===== config.mk =====
export PLATFORM = sky130hd
export DESIGN_NAME = i2cbc_ctrl
export DESIGN_NICKNAME = d
export VERILOG_FILES = /design/src/common/i2cbc_pkg.sv /design/src/common/i2cbc_line_if.sv /design/src/verilog/i2cbc_sync.sv /design/src/verilog/i2cbc_cond.sv /design/src/verilog/i2cbc_ctrl.sv
export VERILOG_INCLUDE_DIRS = /design/src /design/src/common
export SDC_FILE = /design/constraint.sdc
export NUM_CORES = 1
export LEC_CHECK = 0
export ABC_CLOCK_PERIOD_IN_PS = 3400
export BUFFER_PORTS_ARGS = -buffer_cell sky130_fd_sc_hd__buf_2
export CAP_MARGIN = 20
export CELL_PAD_IN_SITES_DETAIL_PLACEMENT = 1
export CELL_PAD_IN_SITES_GLOBAL_PLACEMENT = 1
export CORE_MARGIN = 2
export CORE_UTILIZATION = 48
export DETAILED_ROUTE_END_ITERATION = 10
export MAX_ROUTING_LAYER = met4
export PLACE_DENSITY_LB_ADDON = 0.2
export SLEW_MARGIN = 5
export SYNTH_ARGS = -nofsm -noshare
export SYNTH_HDL_FRONTEND = slang
export SYNTH_SLANG_ARGS = --single-unit

===== constraint.sdc =====
create_clock -name mclk -period 3.4 [get_ports mclk]
set_input_delay 0.85 -clock mclk [delete_from_list [all_inputs] [get_ports mclk]]
set_output_delay 0.85 -clock mclk [all_outputs]
set_load 0.005 [all_outputs]

===== src/common/i2cbc_regs.svh =====
// Purpose: Offsets, field positions, resets, timing for the bus control
// Assumes: 8-bit register port, 200 MHz mclk
// Notes:   Definitions only
`ifndef I2CBC_REGS_SVH
`define I2CBC_REGS_SVH

// ----------------------------------------
// Register offsets
// ----------------------------------------
`define I2CBC_OFS_CTRL 3'h0
`define I2CBC_OFS_STAT 3'h1
`define I2CBC_OFS_MODE 3'h2
`define I2CBC_OFS_SVA  3'h3
`define I2CBC_OFS_SECOND_OWN_SLAVE_ADDRESS 3'h4

// ----------------------------------------
// Field positions
// ----------------------------------------
`define I2CBC_C_MST  5
`define I2CBC_C_TRS  4
`define I2CBC_C_ACK_CHECK_ENABLE 3
`define I2CBC_C_BUS_BUSY_FLAG 2
`define I2CBC_C_IRQ  1
`define I2CBC_C_SCP  0
`define I2CBC_S_ERROR_STOP_FLAG 7
`define I2CBC_S_STOP 6
`define I2CBC_S_SECOND_ADDR_MATCH_FLAG 5
`define I2CBC_S_AL   4
`define I2CBC_S_AAS  3
`define I2CBC_S_ADZ  2
`define I2CBC_S_ACK_RECEIVED_BIT 1
`define I2CBC_S_TDE  0
`define I2CBC_M_WAIT 0
`define I2CBC_M_ARB_LOST_IRQ_ENABLE 1
`define I2CBC_M_SIM  2

// ----------------------------------------
// Reset values and timing
// ----------------------------------------
`define I2CBC_SVA_RST  7'h7F
`define I2CBC_LAST_BIT 4'h8
`define I2CBC_MCLK_MHZ 200
`define I2CBC_T_COND_NS 5000
`define I2CBC_COND_CYC \
	((`I2CBC_T_COND_NS * `I2CBC_MCLK_MHZ + 999) / 1000)

`endif


===== src/common/i2cbc_pkg.sv =====
// Purpose: Types for the bus control block
// Assumes: Nothing
// Notes:   Mode order gives the documented two-bit codes
package i2cbc_pkg;
	typedef enum logic [1:0] {
		MODE_SR, MODE_ST, MODE_MR, MODE_MT
	} i2cbc_mode_e;
	typedef enum logic [2:0] {
		G_IDLE, G_ST1, G_ST2, G_RS1, G_RS2, G_SP1, G_SP2, G_SP3
	} i2cbc_gen_e;
	typedef logic [7:0] i2cbc_byte_t;
endpackage


===== src/common/i2cbc_line_if.sv =====
// Purpose: Filtered line levels and events between detector and control
// Assumes: All signals on mclk
// Notes:   Events are one-cycle pulses
`timescale 1ns/1ps
interface i2cbc_line_if;
	logic scl;
	logic sda;
	logic scl_rise;
	logic scl_fall;
	logic start_det;
	logic stop_det;
	modport det (output scl, sda, scl_rise, scl_fall, start_det, stop_det);
	modport ctl (input scl, sda, scl_rise, scl_fall, start_det, stop_det);
endinterface


===== src/verilog/i2cbc_sync.sv =====
// Purpose: Three-stage synchroniser with agreement filter for one pin
// Assumes: Idle level high
// Notes:   Level moves only when stages two and three agree
`timescale 1ns/1ps
module i2cbc_sync (
	input  wire logic mclk,
	input  wire logic rst,
	input  wire logic pin,
	output logic      lvl
);
	logic [2:0] sh_ff;
	logic [2:0] nxt_sh;
	logic       lvl_ff;
	logic       nxt_lvl;

	always_comb begin
		nxt_sh  = {sh_ff[1:0], pin};
		nxt_lvl = (sh_ff[1] == sh_ff[2]) ? sh_ff[2] : lvl_ff;
	end

	always_ff @(posedge mclk or posedge rst) begin
		if (rst) begin
			sh_ff  <= 3'h7;
			lvl_ff <= 1'b1;
		end else begin
			sh_ff  <= nxt_sh;
			lvl_ff <= nxt_lvl;
		end
	end

	assign lvl = lvl_ff;
endmodule // i2cbc_sync


===== src/verilog/i2cbc_cond.sv =====
// Purpose: Edge and start/stop condition detector on filtered lines
// Assumes: Inputs already synchronised
// Notes:   Levels are delayed to line up with the event pulses
`timescale 1ns/1ps
module i2cbc_cond (
	input  wire logic  mclk,
	input  wire logic  rst,
	input  wire logic  scl_lvl,
	input  wire logic  sda_lvl,
	i2cbc_line_if.det  l
);
	logic [1:0] p_ff;
	logic [3:0] ev_ff;
	logic [3:0] nxt_ev;

	always_comb begin
		nxt_ev[0] = scl_lvl & ~p_ff[0];
		nxt_ev[1] = ~scl_lvl & p_ff[0];
		// SCL high before and after, so data edge is a condition
		nxt_ev[2] = p_ff[0] & scl_lvl & p_ff[1] & ~sda_lvl;
		nxt_ev[3] = p_ff[0] & scl_lvl & ~p_ff[1] & sda_lvl;
	end

	always_ff @(posedge mclk or posedge rst) begin
		if (rst) begin
			p_ff  <= 2'h3;
			ev_ff <= 4'h0;
		end else begin
			p_ff  <= {sda_lvl, scl_lvl};
			ev_ff <= nxt_ev;
		end
	end

	assign l.scl       = p_ff[0];
	assign l.sda       = p_ff[1];
	assign l.scl_rise  = ev_ff[0];
	assign l.scl_fall  = ev_ff[1];
	assign l.start_det = ev_ff[2];
	assign l.stop_det  = ev_ff[3];
endmodule // i2cbc_cond


===== src/verilog/i2cbc_ctrl.sv =====
// Purpose: Two-wire bus condition issue, busy tracking, interrupt flag
// Assumes: Data shifting and SCL stretching live elsewhere
// Notes:   Pins are open drain; outputs only ever pull low
`timescale 1ns/1ps
`include "i2cbc_regs.svh"

// What this block does
// - Master writes busy 0, inhibit 0: stop
// - Master writes busy 1, inhibit 0: start
// - Slave mode ignores software busy writes
// - Start seen on bus sets busy
// - Stop seen on bus clears busy
// - Busy flag readable at any time
// - Inhibit bit resets and reads as one
// - Interrupt flag resets zero, set on events
// - Own start detected sets flag, tx empty
// - Master wait: flag at eighth clock fall
// - Master no wait: flag at ninth rise
// - Lost arbitration: flag after address frame
// - Ack check: received one sets ack, flag
// - Arbitration lost with enable sets flag
// - Slave address match sets flag per byte
// - General call sets call flag, flag
// - Slave stop sets flag when unmasked
// - Flag cleared by read one, write zero
// - Mode bits: slave rx/tx, master rx/tx
module i2cbc_ctrl #(
	parameter int unsigned COND_CYC = `I2CBC_COND_CYC
) (
	input  wire logic              mclk,
	input  wire logic              rst,
	input  wire logic [2:0]        addr,
	input  wire i2cbc_pkg::i2cbc_byte_t wdata,
	input  wire logic              wr,
	input  wire logic              rd,
	output i2cbc_pkg::i2cbc_byte_t rdata,
	input  wire logic              scl_in,
	output logic                   scl_out,
	output logic                   scl_oe,
	input  wire logic              sda_in,
	output logic                   sda_out,
	output logic                   sda_oe,
	output logic                   irq_request_flag
);
	import i2cbc_pkg::*;
	localparam int TW = $clog2(COND_CYC + 1);
	localparam logic [TW-1:0] TLOAD = TW'(COND_CYC - 1);

	logic scl_lvl;
	logic sda_lvl;
	i2cbc_line_if ln ();

	i2cbc_sync u_scl (
		.mclk (mclk),
		.rst  (rst),
		.pin  (scl_in),
		.lvl  (scl_lvl)
	);
	i2cbc_sync u_sda (
		.mclk (mclk),
		.rst  (rst),
		.pin  (sda_in),
		.lvl  (sda_lvl)
	);
	i2cbc_cond u_cond (
		.mclk    (mclk),
		.rst     (rst),
		.scl_lvl (scl_lvl),
		.sda_lvl (sda_lvl),
		.l       (ln.det)
	);

	// ----------------------------------------
	// Decode
	// ----------------------------------------
	logic        wr_ctrl;
	logic        rd_ctrl;
	logic        start_cmd;
	logic        stop_cmd;
	logic        al_now;
	logic        ninth;
	logic        eighth_fall;
	logic        mst_ff;
	logic        trs_ff;
	logic        ack_check_enable_ff;
	logic        bus_busy_flag_ff;
	logic        irq_ff;
	logic        rd1_ff;
	logic [7:0]  st_ff;
	logic [2:0]  md_ff;
	logic [6:0]  sva_ff;
	logic [6:0]  second_own_slave_address_ff;
	logic [3:0]  bit_ff;
	logic        first_ff;
	logic        sess_ff;
	logic [7:0]  sh_ff;
	i2cbc_gen_e  gen_ff;
	logic [TW-1:0] tmr_ff;
	logic        pend_ff;
	logic        hold_ff;
	logic        scl_oe_ff;
	logic        sda_oe_ff;
	i2cbc_mode_e mode;

	assign mode    = i2cbc_mode_e'({mst_ff, trs_ff});
	assign wr_ctrl = wr && (addr == `I2CBC_OFS_CTRL);
	assign rd_ctrl = rd && (addr == `I2CBC_OFS_CTRL);
	assign start_cmd = wr_ctrl && (mode inside {MODE_MR, MODE_MT})
		&& !wdata[`I2CBC_C_SCP] && wdata[`I2CBC_C_BUS_BUSY_FLAG];
	assign stop_cmd = wr_ctrl && (mode inside {MODE_MR, MODE_MT})
		&& !wdata[`I2CBC_C_SCP] && !wdata[`I2CBC_C_BUS_BUSY_FLAG];
	assign ninth = ln.scl_rise && (bit_ff == `I2CBC_LAST_BIT);
	assign eighth_fall = ln.scl_fall && (bit_ff == `I2CBC_LAST_BIT);
	// Another master owns the bus, or SDA held low when we released it
	assign al_now = (start_cmd && bus_busy_flag_ff && !hold_ff)
		|| (gen_ff == G_RS2 && ln.scl && !ln.sda);

	// ----------------------------------------
	// Condition generator
	// ----------------------------------------
	i2cbc_gen_e    nxt_gen;
	logic [TW-1:0] nxt_tmr;
	logic          nxt_pend;
	logic          nxt_hold;

	always_comb begin
		nxt_gen  = gen_ff;
		nxt_tmr  = (tmr_ff != '0) ? tmr_ff - 1'b1 : tmr_ff;
		nxt_pend = pend_ff;
		nxt_hold = hold_ff;
		if (ln.start_det && pend_ff) begin
			nxt_pend = 1'b0;
			nxt_hold = 1'b1;
		end
		if (ln.stop_det)
			nxt_hold = 1'b0;
		if (al_now) begin
			nxt_gen  = G_IDLE;
			nxt_pend = 1'b0;
			nxt_hold = 1'b0;
		end else if (gen_ff == G_IDLE) begin
			if (start_cmd) begin
				// Bus already ours: go via repeated start
				nxt_gen  = hold_ff ? G_RS1 : G_ST1;
				nxt_pend = 1'b1;
				nxt_tmr  = TLOAD;
			end else if (stop_cmd && (hold_ff || bus_busy_flag_ff)) begin
				nxt_gen = G_SP1;
				nxt_tmr = TLOAD;
			end
		end else if (tmr_ff == '0) begin
			unique case (gen_ff)
				G_IDLE: nxt_gen = G_IDLE;
				G_ST1:  nxt_gen = G_ST2;
				G_ST2:  nxt_gen = G_IDLE;
				G_RS1:  nxt_gen = G_RS2;
				G_RS2:  nxt_gen = G_ST1;
				G_SP1:  nxt_gen = G_SP2;
				G_SP2:  nxt_gen = G_SP3;
				G_SP3:  nxt_gen = G_IDLE;
			endcase
			nxt_tmr = TLOAD;
		end
	end

	always_ff @(posedge mclk or posedge rst) begin
		if (rst) begin
			gen_ff    <= G_IDLE;
			tmr_ff    <= '0;
			pend_ff   <= 1'b0;
			hold_ff   <= 1'b0;
			scl_oe_ff <= 1'b0;
			sda_oe_ff <= 1'b0;
		end else begin
			gen_ff    <= nxt_gen;
			tmr_ff    <= nxt_tmr;
			pend_ff   <= nxt_pend;
			hold_ff   <= nxt_hold;
			scl_oe_ff <= nxt_gen inside {G_ST2, G_RS1, G_SP1};
			sda_oe_ff <= nxt_gen inside {G_ST1, G_ST2, G_SP1, G_SP2};
		end
	end

	// ----------------------------------------
	// Registers, frame tracking, flags
	// ----------------------------------------
	logic       nxt_mst;
	logic       nxt_trs;
	logic       nxt_ack_check_enable;
	logic       nxt_bus_busy_flag;
	logic       nxt_irq;
	logic       nxt_rd1;
	logic [7:0] nxt_st;
	logic [2:0] nxt_md;
	logic [6:0] nxt_sva;
	logic [6:0] nxt_second_own_slave_address;
	logic [3:0] nxt_bit;
	logic       nxt_first;
	logic       nxt_sess;
	logic [7:0] nxt_sh;
	logic       irq_set;

	always_comb begin
		nxt_mst   = mst_ff;
		nxt_trs   = trs_ff;
		nxt_ack_check_enable  = ack_check_enable_ff;
		nxt_bus_busy_flag  = bus_busy_flag_ff;
		nxt_irq   = irq_ff;
		nxt_rd1   = rd1_ff;
		nxt_st    = st_ff;
		nxt_md    = md_ff;
		nxt_sva   = sva_ff;
		nxt_second_own_slave_address  = second_own_slave_address_ff;
		nxt_bit   = bit_ff;
		nxt_first = first_ff;
		nxt_sess  = sess_ff;
		nxt_sh    = sh_ff;
		irq_set   = 1'b0;
		if (rd_ctrl && irq_ff)
			nxt_rd1 = 1'b1;
		// Busy bit is never taken from wdata
		if (wr_ctrl) begin
			nxt_mst  = wdata[`I2CBC_C_MST];
			nxt_trs  = wdata[`I2CBC_C_TRS];
			nxt_ack_check_enable = wdata[`I2CBC_C_ACK_CHECK_ENABLE];
			nxt_rd1  = 1'b0;
			if (!wdata[`I2CBC_C_IRQ] && rd1_ff)
				nxt_irq = 1'b0;
		end
		if (wr && addr == `I2CBC_OFS_STAT)
			nxt_st = st_ff & wdata;
		if (wr && addr == `I2CBC_OFS_MODE)
			nxt_md = wdata[2:0];
		if (wr && addr == `I2CBC_OFS_SVA)
			nxt_sva = wdata[7:1];
		if (wr && addr == `I2CBC_OFS_SECOND_OWN_SLAVE_ADDRESS)
			nxt_second_own_slave_address = wdata[7:1];
		if (ln.start_det) begin
			nxt_bus_busy_flag  = 1'b1;
			nxt_bit   = 4'h0;
			nxt_first = 1'b1;
			nxt_sess  = 1'b0;
			nxt_st[`I2CBC_S_AAS]  = 1'b0;
			nxt_st[`I2CBC_S_SECOND_ADDR_MATCH_FLAG] = 1'b0;
			nxt_st[`I2CBC_S_ADZ]  = 1'b0;
			if (mst_ff && pend_ff) begin
				nxt_st[`I2CBC_S_TDE] = 1'b1;
				irq_set = 1'b1;
			end
		end
		if (ln.stop_det) begin
			nxt_bus_busy_flag  = 1'b0;
			nxt_first = 1'b0;
			nxt_sess  = 1'b0;
			nxt_st[`I2CBC_S_TDE] = 1'b0;
			if (!mst_ff && sess_ff) begin
				// Stop inside a byte counts as an error stop
				// The stop's own SCL rise counts as one bit
				if (bit_ff > 4'h1)
					nxt_st[`I2CBC_S_ERROR_STOP_FLAG] = 1'b1;
				else
					nxt_st[`I2CBC_S_STOP] = 1'b1;
				if (!md_ff[`I2CBC_M_SIM])
					irq_set = 1'b1;
			end
		end
		if (ln.scl_rise && !ninth) begin
			nxt_sh  = {sh_ff[6:0], ln.sda};
			nxt_bit = bit_ff + 4'h1;
		end
		if (ninth) begin
			nxt_bit   = 4'h0;
			nxt_first = 1'b0;
			if (ack_check_enable_ff && ln.sda && (mst_ff || sess_ff)) begin
				nxt_st[`I2CBC_S_ACK_RECEIVED_BIT] = 1'b1;
				irq_set = 1'b1;
			end
			if (mst_ff && !md_ff[`I2CBC_M_WAIT])
				irq_set = 1'b1;
			if (!mst_ff && sess_ff)
				irq_set = 1'b1;
			if (first_ff && !mst_ff) begin
				if (st_ff[`I2CBC_S_AL])
					irq_set = 1'b1;
				if (sh_ff[7:1] == sva_ff) begin
					nxt_st[`I2CBC_S_AAS] = 1'b1;
					nxt_sess = 1'b1;
					nxt_trs  = sh_ff[0];
					irq_set  = 1'b1;
				end
				if (sh_ff[7:1] == second_own_slave_address_ff) begin
					nxt_st[`I2CBC_S_SECOND_ADDR_MATCH_FLAG] = 1'b1;
					nxt_sess = 1'b1;
					nxt_trs  = sh_ff[0];
					irq_set  = 1'b1;
				end
				if (sh_ff == 8'h00) begin
					nxt_st[`I2CBC_S_ADZ] = 1'b1;
					nxt_sess = 1'b1;
					irq_set  = 1'b1;
				end
			end
		end
		if (eighth_fall && mst_ff && md_ff[`I2CBC_M_WAIT])
			irq_set = 1'b1;
		if (al_now) begin
			nxt_st[`I2CBC_S_AL] = 1'b1;
			nxt_mst = 1'b0;
			nxt_trs = 1'b0;
			if (md_ff[`I2CBC_M_ARB_LOST_IRQ_ENABLE])
				irq_set = 1'b1;
		end
		// Ack value is not reported while checking is off
		if (!nxt_ack_check_enable)
			nxt_st[`I2CBC_S_ACK_RECEIVED_BIT] = 1'b0;
		// Set placed last so an event beats a same-cycle clear
		if (irq_set)
			nxt_irq = 1'b1;
	end

	always_ff @(posedge mclk or posedge rst) begin
		if (rst) begin
			mst_ff   <= 1'b0;
			trs_ff   <= 1'b0;
			ack_check_enable_ff  <= 1'b0;
			bus_busy_flag_ff  <= 1'b0;
			irq_ff   <= 1'b0;
			rd1_ff   <= 1'b0;
			st_ff    <= 8'h00;
			md_ff    <= 3'h0;
			sva_ff   <= `I2CBC_SVA_RST;
			second_own_slave_address_ff  <= `I2CBC_SVA_RST;
			bit_ff   <= 4'h0;
			first_ff <= 1'b0;
			sess_ff  <= 1'b0;
			sh_ff    <= 8'hFF;
		end else begin
			mst_ff   <= nxt_mst;
			trs_ff   <= nxt_trs;
			ack_check_enable_ff  <= nxt_ack_check_enable;
			bus_busy_flag_ff  <= nxt_bus_busy_flag;
			irq_ff   <= nxt_irq;
			rd1_ff   <= nxt_rd1;
			st_ff    <= nxt_st;
			md_ff    <= nxt_md;
			sva_ff   <= nxt_sva;
			second_own_slave_address_ff  <= nxt_second_own_slave_address;
			bit_ff   <= nxt_bit;
			first_ff <= nxt_first;
			sess_ff  <= nxt_sess;
			sh_ff    <= nxt_sh;
		end
	end

	// ----------------------------------------
	// Read port
	// ----------------------------------------
	i2cbc_byte_t rdata_ff;
	i2cbc_byte_t nxt_rdata;

	always_comb begin
		nxt_rdata = 8'h00;
		if (rd) begin
			unique case (addr)
				`I2CBC_OFS_CTRL: nxt_rdata = {2'h0, mst_ff, trs_ff,
					ack_check_enable_ff, bus_busy_flag_ff, irq_ff, 1'b1};
				`I2CBC_OFS_STAT: nxt_rdata = st_ff;
				`I2CBC_OFS_MODE: nxt_rdata = {5'h00, md_ff};
				`I2CBC_OFS_SVA:  nxt_rdata = {sva_ff, 1'b0};
				`I2CBC_OFS_SECOND_OWN_SLAVE_ADDRESS: nxt_rdata = {second_own_slave_address_ff, 1'b0};
				default:         nxt_rdata = 8'h00;
			endcase
		end
	end

	always_ff @(posedge mclk or posedge rst) begin
		if (rst)
			rdata_ff <= 8'h00;
		else
			rdata_ff <= nxt_rdata;
	end

	assign rdata            = rdata_ff;
	assign scl_out          = 1'b0;
	assign sda_out          = 1'b0;
	assign scl_oe           = scl_oe_ff;
	assign sda_oe           = sda_oe_ff;
	assign irq_request_flag = irq_ff;
endmodule // i2cbc_ctrl


## Word level (Yosys, flattened, before mapping)

Memory sizes are Yosys's and may differ from the RTL's.
Index checks and enable logic that the tools add are counted.
Widths: inputs -> output; s select.

| word-level totals | value |
|---|---|
| logic and storage cells | 204 |
| memory bits (read-only) | 24 |
| memories | 1 |
| bits in registers | 84 |
| input port bits | 17 |

| operators by class | value |
|---|---|
| equality and inequality tests | 17 |
| add/sub/neg operators | 2 |
| bitwise gates (word level) | 12 |
| order comparisons | 1 |
| mux-type cells | 85 |
| reductions and logical operators | 58 |

Memory list:

| memory | depth | bits a word | read ports | clocked after memory_dff | wr ports | line | source |
|---|---|---|---|---|---|---|---|
| (name not given) | 8 | 3 | 1 | 0 | 0 | i2cbc_ctrl.sv:152 | `unique case (gen_ff)` |

Operators with widths:

| operator | number |
|---|---|
| $mux 1 | 62 |
| $mux 10 | 6 |
| $pmux 8 s5 | 1 |
| $logic_and 1x1->1 | 29 |
| $mux 3 | 6 |
| $mux 8 | 2 |
| $eq 7x7->1 | 2 |
| $reduce_bool 2->1 | 7 |
| $eq 3x2->1 const B | 4 |
| $eq 3x3->1 const B | 4 |
| $mux 4 | 3 |
| $reduce_bool 3->1 | 4 |
| $logic_not 10->1 | 1 |
| $mux 2 | 5 |
| $reduce_bool 10->1 | 1 |
| $sub 10x1->10 const B | 1 |
| $and 8x8->8 | 1 |
| $logic_not 1->1 | 8 |
| $logic_not 8->1 | 1 |
| $and 1x1->1 | 7 |
| $eq 3x1->1 const B | 2 |
| $logic_not 3->1 | 2 |
| $add 4x1->4 const B | 1 |
| $eq 2x2->1 const B | 2 |
| other kinds (7) | 13 |

## Logic depth before layout (Yosys ltp)

| logic depth | value |
|---|---|
| depth in word-level cells | 20 |
| mapped depth | 12 |
| mapped depth without buffers | 11 |

## Modules after synthesis

From an unflattened synthesis, not the netlist that was laid out.

| unflattened totals | value |
|---|---|
| cell total of the unflattened synthesis | 376 |
| area total of the unflattened synthesis | 4,167.7 um2 |

By module, submodules not included:

| module | area each (um2) | sequential area each (um2) | cells each | instances |
|---|---|---|---|---|
| i2cbc_ctrl | 3,738.6 | 1,779.2 | 353 | 1 |
| i2cbc_sync | 120.1 | 105.1 | 6 | 2 |
| i2cbc_cond | 188.9 | 152.6 | 11 | 1 |

## Worst setup path before layout

OpenSTA, ideal clock, no wires.

| timing path | value |
|---|---|
| kind | in2reg |
| from | input port addr[2] |
| to | register scl_oe_ff (netlist: scl_oe) |
| buffers on the path | 1 |
| stages | 8 |
| slack | 0.823 ns |
| arrival time | 2.455 ns |
| cell sequence | buf_2 > nor4b_4 > and2_1 > a31oi_4 > a31o_2 > ha_1 > nor2_1 > o21ai_1 |

| on the way | value |
|---|---|
| word-level cells in the longest chain between the ends | 12 |
| elaborated cells between the ends (all ways) | 18 |
| classes of those cells | eq/ne (3); mux (4); reduce/logical (11) |

RTL lines:

| element | line | source |
|---|---|---|
| from (decl) | i2cbc_ctrl.sv:32 | `input wire logic [2:0] addr,` |
| $logic_not 3->1 (*) | - |  |
| $logic_and 1x1->1 (*) | i2cbc_ctrl.sv:106 | `` assign wr_ctrl = wr && (addr == `I2CBC_OFS_CTRL); `` |
| $logic_and 1x1->1 (*) (2 in a row) | i2cbc_ctrl.sv:108, i2cbc_ctrl.sv:110 |  |
| $logic_and 1x1->1 | i2cbc_ctrl.sv:110 | `assign stop_cmd = wr_ctrl && (mode inside {MODE_MR, MODE_MT})` |
| $logic_and 1x1->1 | i2cbc_ctrl.sv:147 | `end else if (stop_cmd && (hold_ff \|\| bus_busy_flag_ff)) begin` |
| $mux 3 | i2cbc_ctrl.sv:147 |  |
| $mux 3 | i2cbc_ctrl.sv:142 | `if (start_cmd) begin` |
| $mux 3 | i2cbc_ctrl.sv:141 | `end else if (gen_ff == G_IDLE) begin` |
| $mux 3 (*) | i2cbc_ctrl.sv:137 | `if (al_now) begin` |
| via nxt_gen[1] | i2cbc_ctrl.sv:121 | `i2cbc_gen_e nxt_gen;` |
| $eq 3x2->1 or $eq 3x3->1 (tied branches) | i2cbc_ctrl.sv:179 | `scl_oe_ff <= nxt_gen inside {G_ST2, G_RS1, G_SP1};` |
| $reduce_bool 3->1 (*) | i2cbc_ctrl.sv:179 |  |
| to (signal assigned) | i2cbc_ctrl.sv:179 |  |
| to (decl) | i2cbc_ctrl.sv:101 | `logic scl_oe_ff;` |

The timed path passes the listed nets; every way through them passes the cells marked *.
A chain may end at the register's enable or synchronous reset.

## Worst setup path after layout

| timing path | value |
|---|---|
| from | register tmr_ff[0] |
| to | register scl_oe_ff (netlist: scl_oe) |

| on the way | value |
|---|---|
| word-level cells in the longest chain between the ends | 6 |
| elaborated cells between the ends (all ways) | 8 |
| classes of those cells | eq/ne (3); mux (3); reduce/logical (2) |

RTL lines:

| element | line | source |
|---|---|---|
| from (decl) | i2cbc_ctrl.sv:98 | `logic [TW-1:0] tmr_ff;` |
| from (signal assigned) | i2cbc_ctrl.sv:176 | `tmr_ff <= nxt_tmr;` |
| $logic_not 10->1 (*) | i2cbc_ctrl.sv:151 | `end else if (tmr_ff == '0) begin` |
| $mux 3 (*) | i2cbc_ctrl.sv:151 |  |
| $mux 3 (*) | i2cbc_ctrl.sv:141 |  |
| $mux 3 (*) | i2cbc_ctrl.sv:137 |  |
| via nxt_gen[1] | i2cbc_ctrl.sv:121 |  |
| $eq 3x2->1 or $eq 3x3->1 (tied branches) | i2cbc_ctrl.sv:179 |  |
| $reduce_bool 3->1 (*) | i2cbc_ctrl.sv:179 |  |

Marks and branches as above.

==> out/results.txt <==
EDFF count, synth -> 0
Seq/Total Area, Yosys -> 51.4%
Post-synth top area share -> 31.2%
Skew final -> 0.0140 ns
FF+latch count, synth -> 84
Max IR drop VDD -> 0.000329 V
Leakage -> 1.98 nW
Area contributors post-synth -> dfrtp_1 31%, dfstp_2 20%, mux2_2 7.0%, ha_1 3.6%, xor2_1 2.7%
Fill cells -> 910
Hold depth -> 0
# Max-Cap Violations -> 0
Worst EP required -> 3.64 ns
Final net count -> 428
HP Class -> reg2reg
Cts bufs inserted -> 9
Cell chain of the critical path -> inv_1, ha_1, or3b_1, nor4_4, inv_2, nand2_1, o21ai_1, a31o_2, ha_1, nor2_1, o21ai_1
Final Max Tran Viols -> 0
Total GRT Usage -> 22.7%
# IOs -> 30
CP max stage cell -> nor4_4
Final setup fails -> 0
Ant diodes -> 0
Die height -> 97.2 um
Ys flop type -> dfrtp_1
Post-DP HPWL -> 6940 um
Final hold violation count -> 0
First-pass GRT wire length -> 16700 um
Max incr delay on CP -> 0.48 ns
Async S/R FF share, synth -> 100%
Post-CTS Resized -> 0
Period minus WS final -> 2.65 ns
Setup repair bufs after CTS -> 0
Crit Path Max Fanout -> 8
Hold Slack -> 0.360 ns
Starting DRT DRC Count -> 152
CTS max path bufs -> 2
Worst R2R Path Depth -> 11
Synth cell types -> 62
Setup TNS -> 0 ns
Chip Width -> 97.2 um
Area Growth Syn to Fin -> 10.5%
Total grt overflow -> 0
Placer Congestion -> 0.858
IO Port Bufs -> 27
Cell row count -> 33
Worst-Skew Late Latency -> 0.35 ns
Crit path DAT -> 2.89 ns
Drt wl/cell -> 19.2 um
Die Area -> 9440 um2
Status -> complete, no violations
Relative slew margins -> 45.8%
H-tree depth -> 3
Critical Path Sink Type -> flip-flop
Clk slew on worst S/H paths -> 0.09 ns
Tcrit/Tclk final -> 78.0%
Syn Std Cell Area -> 4170 um2
Vias in the first global route -> 3190
Post-cts hold buffer count -> 0
Syn Area/Cell -> 11.3 um2
CORE AREA -> 8300 um2
Vias per cell -> 5.81
Fmax -> 377 MHz
Pre-CTS setup slack -> 0.684 ns
Power Density -> 698 nW/um2
Initial core utilization -> 50.2%
Cells after Synth -> 370
Layout cells sized above 1 -> 30.2%
Worst setup margin -> 0.748 ns
CP Class -> reg2reg
Worst-Margin Slew -> 0.802 ns
Root Buffer -> clkbuf_8
DRC Markers -> 0
Antenna-violating nets left -> 0
CTS tree -> done
Initial antenna violation count -> 0
Final Core Density -> 55.5%
Synthesis Warnings -> 0
Synth area leader -> dfrtp_1
Clock Sinks -> 84
Startpoint Class -> flip-flop
Via count -> 2956
First drt pass iteration count -> 4
Detailed Route WL -> 9770 um
Largest net degree at the start of global routing -> 46
Unrepaired setup endpoints after global routing -> no
[metal layers]
metal | global-route usage [%] | vias to the layer above | wire, um
li1 | - | 1390 | -
met1 | 31.5 | 1509 | 4750
met2 | 35.5 | 44 | 4600
met3 | 2.95 | 13 | 276
met4 | 6.39 | 0 | 138
met5 | - | - | 0
[cell type report]
cell class | instances | area [um2] | share of cell area, %
Clock buffer | 12 | 155 | 3.37
Sequential cell | 84 | 2140 | 46.5
Tap cell | 105 | 131 | 2.85
Clock inverter | 4 | 47.5 | 1.03
Timing Repair Buffer | 31 | 165 | 3.59
Multi-Input combinational cell | 259 | 1910 | 41.5
Inverter | 14 | 53.8 | 1.17
[flip-flops by register name (all words and copies together) (netlist names), 4 cells and up]
name and count:
sva_ff 7, st_ff 8, bit_ff 4, tmr_ff 10, second_own_slave_address_ff 7, rdata 8
sh_ff 8, u_cond.ev_ff 4
[cells in the final DEF (no fill, tap or decap), types with 5 or more instances in the layout]
master / Yosys / layout
and2_1: 5 / 5
nand4_1: 5 / 5
nor2b_1: 11 / 11
o21ai_0: 20 / 20
o211ai_1: 6 / 6
a31oi_1: 10 / 10
nor4_1: 8 / 8
buf_2: 4 / 27
nor2_1: 20 / 20
nand3_1: 8 / 8
nand3b_1: 5 / 5
mux2i_1: 9 / 9
xor2_1: 13 / 13
mux2_2: 26 / 26
dfrtp_1: 52 / 52
clkbuf_8: 0 / 11
inv_1: 13 / 12
nand2_1: 22 / 22
nor3_1: 7 / 7
a21oi_1: 11 / 11
dfstp_2: 32 / 32
ha_1: 12 / 12
xnor2_1: 5 / 5
[cells in the mapped netlist, types with 3 or more instances]
cell       n
xnor2_1    5
nand2_1   22
o21ai_0   20
nand3b_1   5
ha_1      12
nor2b_1   11
inv_1     13
o211ai_1   6
nor2_1    20
dfrtp_1   52
a21oi_1   11
nor3b_1    4
a31o_2     3
nor4bb_1   3
buf_2      4
dfstp_2   32
mux2_2    26
nand2b_1   4
clkbuf_1   8
a31oi_1   10
nand3_1    8
nand4_1    5
nor4_1     8
xor2_1    13
mux2i_1    9
nor3_1     7
and2_1     5
[cell families (layout without fill, tap and decap cells)]
| logic type | after synthesis | count (layout) | synth area share (%) |
|---|---|---|---|
| and+or+nand+nor | 117 | 117 | 16.5 |
| muxes | 36 | 36 | 9.73 |
| buffers and inverters | 28 | 61 | 2.82 |
| DFF | 84 | 84 | 51.4 |
| adders and majority gates | 14 | 14 | 4.08 |
| AOI/OAI and AO/OA | 72 | 72 | 11.5 |
| xor gates and xnor gates | 18 | 18 | 3.78 |
| other | 1 | 2 | 0.0900 |
[power by group]
group          total, mW  switching [mW]  internal, mW
Clock              0.744           0.366         0.378
Combinational      0.841           0.428         0.413
Sequential          1.63           0.314          1.32
[metrics by stage]
stage	cells	cell area [um2]	power, mW
floorplan	371	4170	2.20
global placement	493	4400	2.43
detailed placement	493	4400	2.48
CTS	509	4610	3.25
global route	509	4610	3.44
finish	509	4610	3.22
[path summary, 6_finish.rpt]
| path | endpoint | slack (ns) | from |
|---|---|---|---|
| setup reg to reg | scl_oe | 0.75 | tmr_ff[0] |
| hold reg to reg | u_sda.sh_ff[1] | 0.36 | u_sda.sh_ff[0] |
| min in group asynchronous | u_cond.ev_ff[3] | 0.61 | rst |
| setup / recovery | scl_oe | 0.75 | tmr_ff[0] |
| max in group asynchronous | sva_ff[0] | 1.97 | rst |
| hold / removal | u_sda.sh_ff[1] | 0.36 | u_sda.sh_ff[0] |
[worst max-delay path: cells and delay by family, from the launching register on]
kind                       cells  cell delay [ns]
adders and majority gates      2             0.35
AOI/OAI and AO/OA              3             0.41
and+or+nand+nor                4             1.16
DFF                            1             0.41
buffers and inverters          2             0.21
Note: power is estimated with default switching activity, not from simulation.
